## config.mk

```make
export PLATFORM = sky130hd
export DESIGN_NAME = pdwl_top
export DESIGN_NICKNAME = d
export VERILOG_FILES = /design/src/include/pdwl_pkg.sv /design/src/include/pdwl_lock_if.sv /design/src/pdwl_lock_core.sv /design/src/pdwl_top.sv
export SDC_FILE = /design/constraint.sdc
export NUM_CORES = 1
export LEC_CHECK = 0
export ABC_CLOCK_PERIOD_IN_PS = 10800
export BUFFER_PORTS_ARGS = -buffer_cell sky130_fd_sc_hd__buf_2
export CORE_AREA = 2 2 130 132
export CTS_CLUSTER_DIAMETER = 30
export CTS_CLUSTER_SIZE = 8
export DETAILED_ROUTE_END_ITERATION = 10
export DIE_AREA = 0 0 132 134
export PLACE_DENSITY_LB_ADDON = 0.15
export SYNTH_ARGS = -nofsm -noshare
export SYNTH_HDL_FRONTEND = slang
export SYNTH_SLANG_ARGS = --single-unit
export TNS_END_PERCENT = 5
```

## constraint.sdc

```tcl
create_clock -name mclk -period 10.8 [get_ports mclk]
set_input_delay 1.08 -clock mclk [delete_from_list [all_inputs] [get_ports mclk]]
set_output_delay 1.08 -clock mclk [all_outputs]
set_load 0.02 [all_outputs]
```

## src/include/pdwl_pkg.sv

```systemverilog
/*
 * pdwl_pkg: constants for the peripheral-disable write lock block.
 * Assumes a single system clock and a synchronous active-high reset.
 */
package pdwl_pkg;
	localparam int unsigned LOCK_BIT_POS = 12;
	localparam int unsigned SET_ONCE_BIT_POS = 28;
	localparam int unsigned PD_REG_COUNT = 4;
	localparam int unsigned PD_REG_WIDTH = 32;
	localparam int unsigned CFG_WIDTH = 32;
	localparam logic [PD_REG_WIDTH-1:0] PD_REG_RESET = 32'h0000_0000;
	localparam logic LOCK_RESET = 1'b0;
	localparam logic SET_ONCE_RESET = 1'b0;
	// one less than the cycles a granted unlock stays open before it lapses
	localparam logic [3:0] UNLOCK_WINDOW_CYCLES = 4'hf;
	typedef enum logic [1:0] {
		PDWL_UNL_IDLE,
		PDWL_UNL_KEY1,
		PDWL_UNL_OPEN
	} pdwl_unl_state_t;
endpackage : pdwl_pkg

```

## src/include/pdwl_lock_if.sv

```systemverilog
/*
 * pdwl_lock_if: lock state passed from the lock core to the register bank.
 * Assumes both ends run on the same clock.
 */
`timescale 1ns/1ps
interface pdwl_lock_if;
	logic lock;
	logic set_once;
	logic unlocked;
	modport core (output lock, output set_once, output unlocked);
	modport bank (input lock, input set_once, input unlocked);
endinterface : pdwl_lock_if

```

## src/pdwl_lock_core.sv

```systemverilog
/*
 * pdwl_lock_core: unlock sequence checker and lock bit.
 * Assumes key writes come from logic on mclk; one key per cycle at most.
 */
`timescale 1ns/1ps
module pdwl_lock_core (
	input wire logic mclk,
	input wire logic rst,
	input wire logic key_wr,
	input wire logic [31:0] key_data,
	input wire logic [31:0] key1_val,
	input wire logic [31:0] key2_val,
	input wire logic lock_wr,
	input wire logic lock_wdata,
	input wire logic set_once_nv,
	pdwl_lock_if.core lk
);
	pdwl_pkg::pdwl_unl_state_t unl_q;
	logic [3:0] win_q;
	logic lock_q;
	logic set_once_q;
	logic load_done_q;
	logic open_ok;

	// one-way mode with the lock set refuses the whole unlock sequence
	assign open_ok = !(set_once_q && lock_q);

	// option caught once after reset release, then frozen
	always_ff @(posedge mclk) begin
		if (rst) begin
			set_once_q <= pdwl_pkg::SET_ONCE_RESET;
			load_done_q <= 1'b0;
		end else if (!load_done_q) begin
			set_once_q <= set_once_nv;
			load_done_q <= 1'b1;
		end
	end

	always_ff @(posedge mclk) begin
		if (rst) begin
			unl_q <= pdwl_pkg::PDWL_UNL_IDLE;
			win_q <= 4'h0;
		end else begin
			case (unl_q)
				pdwl_pkg::PDWL_UNL_IDLE: begin
					if (key_wr && key_data == key1_val && open_ok)
						unl_q <= pdwl_pkg::PDWL_UNL_KEY1;
				end
				pdwl_pkg::PDWL_UNL_KEY1: begin
					if (key_wr && key_data == key2_val && open_ok) begin
						unl_q <= pdwl_pkg::PDWL_UNL_OPEN;
						win_q <= pdwl_pkg::UNLOCK_WINDOW_CYCLES;
					end else if (key_wr || lock_wr) begin
						unl_q <= pdwl_pkg::PDWL_UNL_IDLE;
					end
				end
				pdwl_pkg::PDWL_UNL_OPEN: begin
					// a lock write consumes the session
					if (lock_wr || win_q == 4'h0)
						unl_q <= pdwl_pkg::PDWL_UNL_IDLE;
					win_q <= win_q - 4'h1;
				end
				default: unl_q <= pdwl_pkg::PDWL_UNL_IDLE;
			endcase
		end
	end

	always_ff @(posedge mclk) begin
		if (rst) begin
			lock_q <= pdwl_pkg::LOCK_RESET;
		end else if (lock_wr && unl_q == pdwl_pkg::PDWL_UNL_OPEN) begin
			if (lock_wdata || !(set_once_q && lock_q))
				lock_q <= lock_wdata;
		end
	end

	assign lk.lock = lock_q;
	assign lk.set_once = set_once_q;
	assign lk.unlocked = (unl_q == pdwl_pkg::PDWL_UNL_OPEN);

	no_change_locked_a: assert property (@(posedge mclk) disable iff (rst)
		(unl_q != pdwl_pkg::PDWL_UNL_OPEN) |=> $stable(lock_q) || $past(rst))
		else $error("lock changed without unlock");
	set_once_hold_a: assert property (@(posedge mclk) disable iff (rst)
		(set_once_q && lock_q && load_done_q) |=> lock_q)
		else $error("set-once lock cleared");
	unlock_refused_a: assert property (@(posedge mclk) disable iff (rst)
		(set_once_q && lock_q && load_done_q) |=> unl_q != pdwl_pkg::PDWL_UNL_OPEN)
		else $error("unlock opened in one-way mode");
	option_frozen_a: assert property (@(posedge mclk) disable iff (rst)
		load_done_q |=> $stable(set_once_q))
		else $error("option changed at run time");
	reset_clears_a: assert property (@(posedge mclk)
		rst |=> !lock_q && unl_q == pdwl_pkg::PDWL_UNL_IDLE)
		else $error("reset did not clear lock");
	lock_clear_c: cover property (@(posedge mclk) disable iff (rst)
		lock_q ##1 !lock_q);
	one_way_c: cover property (@(posedge mclk) disable iff (rst)
		set_once_q && lock_q && key_wr);
endmodule : pdwl_lock_core

```

## src/pdwl_top.sv

```systemverilog
/*
 * pdwl_top: peripheral-disable registers guarded by a write lock.
 * Assumes writes arrive as one-cycle strobes from bus logic on mclk.
 */
// Summary of operation
// - locked writes complete but change nothing
// - lock bit twelve of config control
// - lock changes only after unlock sequence
// - one-way option stops lock clearing
// - one-way and locked: unlock does nothing
// - only reset clears one-way lock
`timescale 1ns/1ps
module pdwl_top (
	input wire logic mclk,
	input wire logic rst,
	input wire logic key_wr,
	input wire logic [31:0] key_data,
	input wire logic [31:0] key1_val,
	input wire logic [31:0] key2_val,
	input wire logic cfg_wr,
	input wire logic [31:0] cfg_wdata,
	input wire logic set_once_nv,
	input wire logic pd_wr,
	input wire logic [1:0] pd_sel,
	input wire logic [31:0] pd_wdata,
	output logic [31:0] config_control_reg,
	output logic [127:0] periph_disable_regs,
	output logic pd_wr_ack,
	output logic unlocked_flag
);
	pdwl_lock_if lk ();
	logic [31:0] pd_q [pdwl_pkg::PD_REG_COUNT];
	logic [31:0] cfg_q;
	logic ack_q;
	logic unl_q;

	pdwl_lock_core u_core (
		.mclk(mclk),
		.rst(rst),
		.key_wr(key_wr),
		.key_data(key_data),
		.key1_val(key1_val),
		.key2_val(key2_val),
		.lock_wr(cfg_wr),
		.lock_wdata(cfg_wdata[pdwl_pkg::LOCK_BIT_POS]),
		.set_once_nv(set_once_nv),
		.lk(lk)
	);

	genvar g;
	generate
		for (g = 0; g < pdwl_pkg::PD_REG_COUNT; g++) begin : g_pd
			always_ff @(posedge mclk) begin
				if (rst)
					pd_q[g] <= pdwl_pkg::PD_REG_RESET;
				else if (pd_wr && pd_sel == 2'(g) && !lk.lock)
					pd_q[g] <= pd_wdata;
			end
			assign periph_disable_regs[g*32 +: 32] = pd_q[g];
		end
	endgenerate

	// ack regardless of lock so the write looks normal
	always_ff @(posedge mclk) begin
		if (rst)
			ack_q <= 1'b0;
		else
			ack_q <= pd_wr;
	end

	always_ff @(posedge mclk) begin
		if (rst) begin
			cfg_q <= 32'h0000_0000;
			unl_q <= 1'b0;
		end else begin
			cfg_q <= 32'h0000_0000;
			cfg_q[pdwl_pkg::LOCK_BIT_POS] <= lk.lock;
			unl_q <= lk.unlocked;
		end
	end

	assign config_control_reg = cfg_q;
	assign pd_wr_ack = ack_q;
	assign unlocked_flag = unl_q;

	locked_write_a: assert property (@(posedge mclk) disable iff (rst)
		(pd_wr && lk.lock) |=> $stable(periph_disable_regs) && pd_wr_ack)
		else $error("locked write changed register");
	open_write_a: assert property (@(posedge mclk) disable iff (rst)
		(pd_wr && !lk.lock && pd_sel == 2'h0) |=> periph_disable_regs[31:0] == $past(pd_wdata))
		else $error("unlocked write lost");
	lock_visible_a: assert property (@(posedge mclk) disable iff (rst)
		lk.lock |=> config_control_reg[12])
		else $error("lock bit not shown");
	locked_wr_c: cover property (@(posedge mclk) disable iff (rst) pd_wr && lk.lock);
	open_wr_c: cover property (@(posedge mclk) disable iff (rst) pd_wr && !lk.lock);
endmodule : pdwl_top
```

==> results.cfg <==
[logic_synthesis]
netlist-cell-type-count = 31
postSynthRegisterBits = 140
yosysTopAreaCellShare = 0.622
ys_warn_count = 0
sequential_area_share_after_synthesis = 0.661
syn-instance-count = 445
dominantRegCellSynth = sky130_fd_sc_hd__edfxtp_1
synth_area_leaders = sky130_fd_sc_hd__edfxtp_1 (62%), sky130_fd_sc_hd__and2_1 (11%), sky130_fd_sc_hd__xor2_1 (5.0%)
synth_edf_count = 128
postSynth.asyncResetShare = 0
syn_avg_cell_area_sq_um = 13.9
yosysTopAreaCell = sky130_fd_sc_hd__edfxtp_1
syn_area_sq_um = 6180

[grt]
grt_overflow = 0
global_route_wire_length_before_repair_mm = 24.8
grt_pass1_vias = 4539
antenna_violations_before_repair = 1
maximum_number_of_pins_on_one_net_before_global_route_repair = 33
global_route.usage.total = 0.187

[timing]
final-setup-viol-count = 0
worst-slew-pin-transition_ns = 0.918
number_of_slew_limit_violations_in_the_final_report = 0
fin_setup_tns_ns = 0
fin_crit_sh = 0.237
min_period_ns = 2.56
clock_skew_ns = 0.0170
final-hold-violation-count = 0
maxSlewHeadroom = 0.385
fin_hold_ws_ns = 0.503
fmax_mhz = 391
unrepaired_setup_endpoints_after_global_routing = false

[finish]
synthesis_to_finish_area_growth_pct = 35.3
drive_above_1_share = 0.447
largest_reg_flops = 128
layout.cells.non_filler = 958
fin_nets = 894
largest_register = pd_q
largest_registers = pd_q x128, u_core.win_q x4, u_core.unl_q x2
insertedDiodeCount = 0

[routing]
drt.antenna.violating_nets = 0
num_vias = 4244
dr.pass1.iters = 4
routed_via_density = 4.43
drc = 0
first_iter_violations = 226
detail_route.wl_per_cell_um = 16.9
drt_wl_total_mm = 16.2

[pwr]
internal_power_mw = 1.08
leakagePower_nw = 3.70
p_sw_frac = 0.234
power_frac_clock = 0.439
vdd.ir_drop.worst_mv = 0.115
comb_power_share = 0.116
switching_power_mw = 0.330
pwr_density_cell_nw_per_um2 = 169
sequentialPowerShare = 0.445

[critical_path]
criticalPathCategory = in -> reg
worst_endpoint_data_arrival_time_ns = 2.85
timing.critical_path.fanout_max = 21
rr_endpoint = pd_q[1][20]
worstSetupEndpointType = flip-flop
startpoint_type = primary input
timing.reg2reg.setup_slack_ns = 8.59
timing.critical_path.cells = buf_2 > inv_1 > nand2_1 > nor2_2 > buf_4 > and2_1
worst_path_max_delay_cell = sky130_fd_sc_hd__nor2_2
reg2regPathDepth = 4
reg2reg_from = u_core.lk.lock
req_time_crit_path_ns = 11.10
critical_path.max_stage_delay_ns = 0.45

[clock_network]
cts_tree = yes
cts_setup_buffers = 0
ctsRootBufferMaster = sky130_fd_sc_hd__clkbuf_16
insertion_delay_ns = 0.42
clock_sinks = 140
max-clock-path-buffers = 2
htree_levels = 4
clock_transition_at_path_regs_ns = 0.06
cts-buffers-inserted = 17
holdBufCountCts = 0
cts_resized = 0

[floorplan]
die_y_um = 134
die_width_um = 132
core-area_sq_um = 16300
fp-row-count = 47
design.portCount = 330
full_die_area_sq_um = 17700
initial_core_utilization = 0.379

[min_path]
min-delay-start = u_core.win_q[0]
worst_hold_path.endpoint = u_core.win_q[0]
hold_class = reg -> reg
worst_hold_path.num_cells = 1

[place]
portBuffers = 267
routabilityCongestion = 0.762
dpl.cell_count = 926
half_perimeter_wire_length_after_placement_mm = 11.6

[outcome]
status = completed

[job]
maxCapViolCount = 0
## metrics by stage
step,total power [mW],utilization,instance area [sq um],setup WS (ns)
6_report,1.41,0.513,8360,8.24
3_3_place_gp,0.805,0.475,7730,7.86
5_1_grt,1.46,0.513,8360,8.08
4_1_cts,1.43,0.513,8360,8.20
2_1_floorplan,0.737,-,6290,6.55
3_5_place_dp,0.808,0.475,7730,7.76
## critical path: cells and delay by family
kind          cells  cell delay, ns
buf+inv           3            0.95
simple gates      3            0.80
## power groups by stage
stage                     clock, mW  combinational, mW  sequential [mW]
after floorplan                   0             0.0559            0.681
after global placement            0              0.165            0.640
after detailed placement          0              0.167            0.640
after CTS                     0.631              0.167            0.629
after global routing          0.654              0.177            0.632
final                         0.621              0.165            0.629
## synth_stat cells, drive strengths merged (2+ instances only)
cell    count
nand2       4
edfxtp    128
clkbuf     13
nor3        3
xnor2      32
dfxtp      12
and2      128
xor2       35
a21oi       2
nand4      11
buf        31
nor4       11
nor2        5
inv         4
nand2b      2
o21ai       9
nand3       2
nor2b       3
## logic make-up (layout without fill, tap and decap cells)
family / after synthesis / in the layout / synth area share
muxes: 1 / 1 / 0.00162
AOI/OAI and AO/OA: 13 / 13 / 0.0113
xor gates and xnor gates: 67 / 67 / 0.0950
buffers and inverters: 48 / 311 / 0.0486
adders and majority gates: 1 / 1 / 0.00202
other: 1 / 31 / 0.000607
DFF: 140 / 140 / 0.661
and+or+nand+nor: 174 / 174 / 0.180
## layout make-up
cell class	count	area, sq um
well taps	220	275
inverters	4	15.0
clock buffers	18	429
flip-flops and latches	140	4080
multi-input cells	287	1960
fillers	1476	7930
repair buffers	275	1400
clock inverters	14	199
## metal layers
metal | GRT usage | up-vias | routed length (um) | share of wire
met1 | 0.213 | 1995 | 6420 | 0.40
met5 | 0 | - | 11 | 0.00068
met4 | 0.0713 | 2 | 267 | 0.017
met2 | 0.329 | 188 | 8250 | 0.51
li1 | - | 2039 | - | -
met3 | 0.0601 | 20 | 1230 | 0.076
## how the worst max path moves through the flow
stage               startpoint           to  slack, ns  cells after the start
floorplan            pd_sel[0]   pd_q[2][0]       6.55                      2
global placement           rst  pd_q[2][16]       7.86                      6
detailed placement         rst  pd_q[2][14]       7.76                      6
CTS                        rst  pd_q[2][17]       8.20                      6
global route               rst  pd_q[2][17]       8.08                      6
finish                     rst  pd_q[2][17]       8.24                      6
## layout by cell type (no fill, tap or decap), types with 8 or more instances in the layout
master | Yosys | final
sky130_fd_sc_hd__clkbuf_16 | 0 | 17
sky130_fd_sc_hd__nor4_1 | 11 | 11
sky130_fd_sc_hd__dfxtp_1 | 12 | 12
sky130_fd_sc_hd__xor2_1 | 35 | 35
sky130_fd_sc_hd__edfxtp_1 | 128 | 128
sky130_fd_sc_hd__and2_2 | 19 | 19
sky130_fd_sc_hd__and2_1 | 109 | 109
sky130_fd_sc_hd__xnor2_1 | 32 | 32
sky130_fd_sc_hd__conb_1 | 1 | 31
sky130_fd_sc_hd__buf_4 | 31 | 8
sky130_fd_sc_hd__buf_2 | 0 | 267
sky130_fd_sc_hd__nand4_1 | 11 | 11
Power figures use the tool's default switching activity.
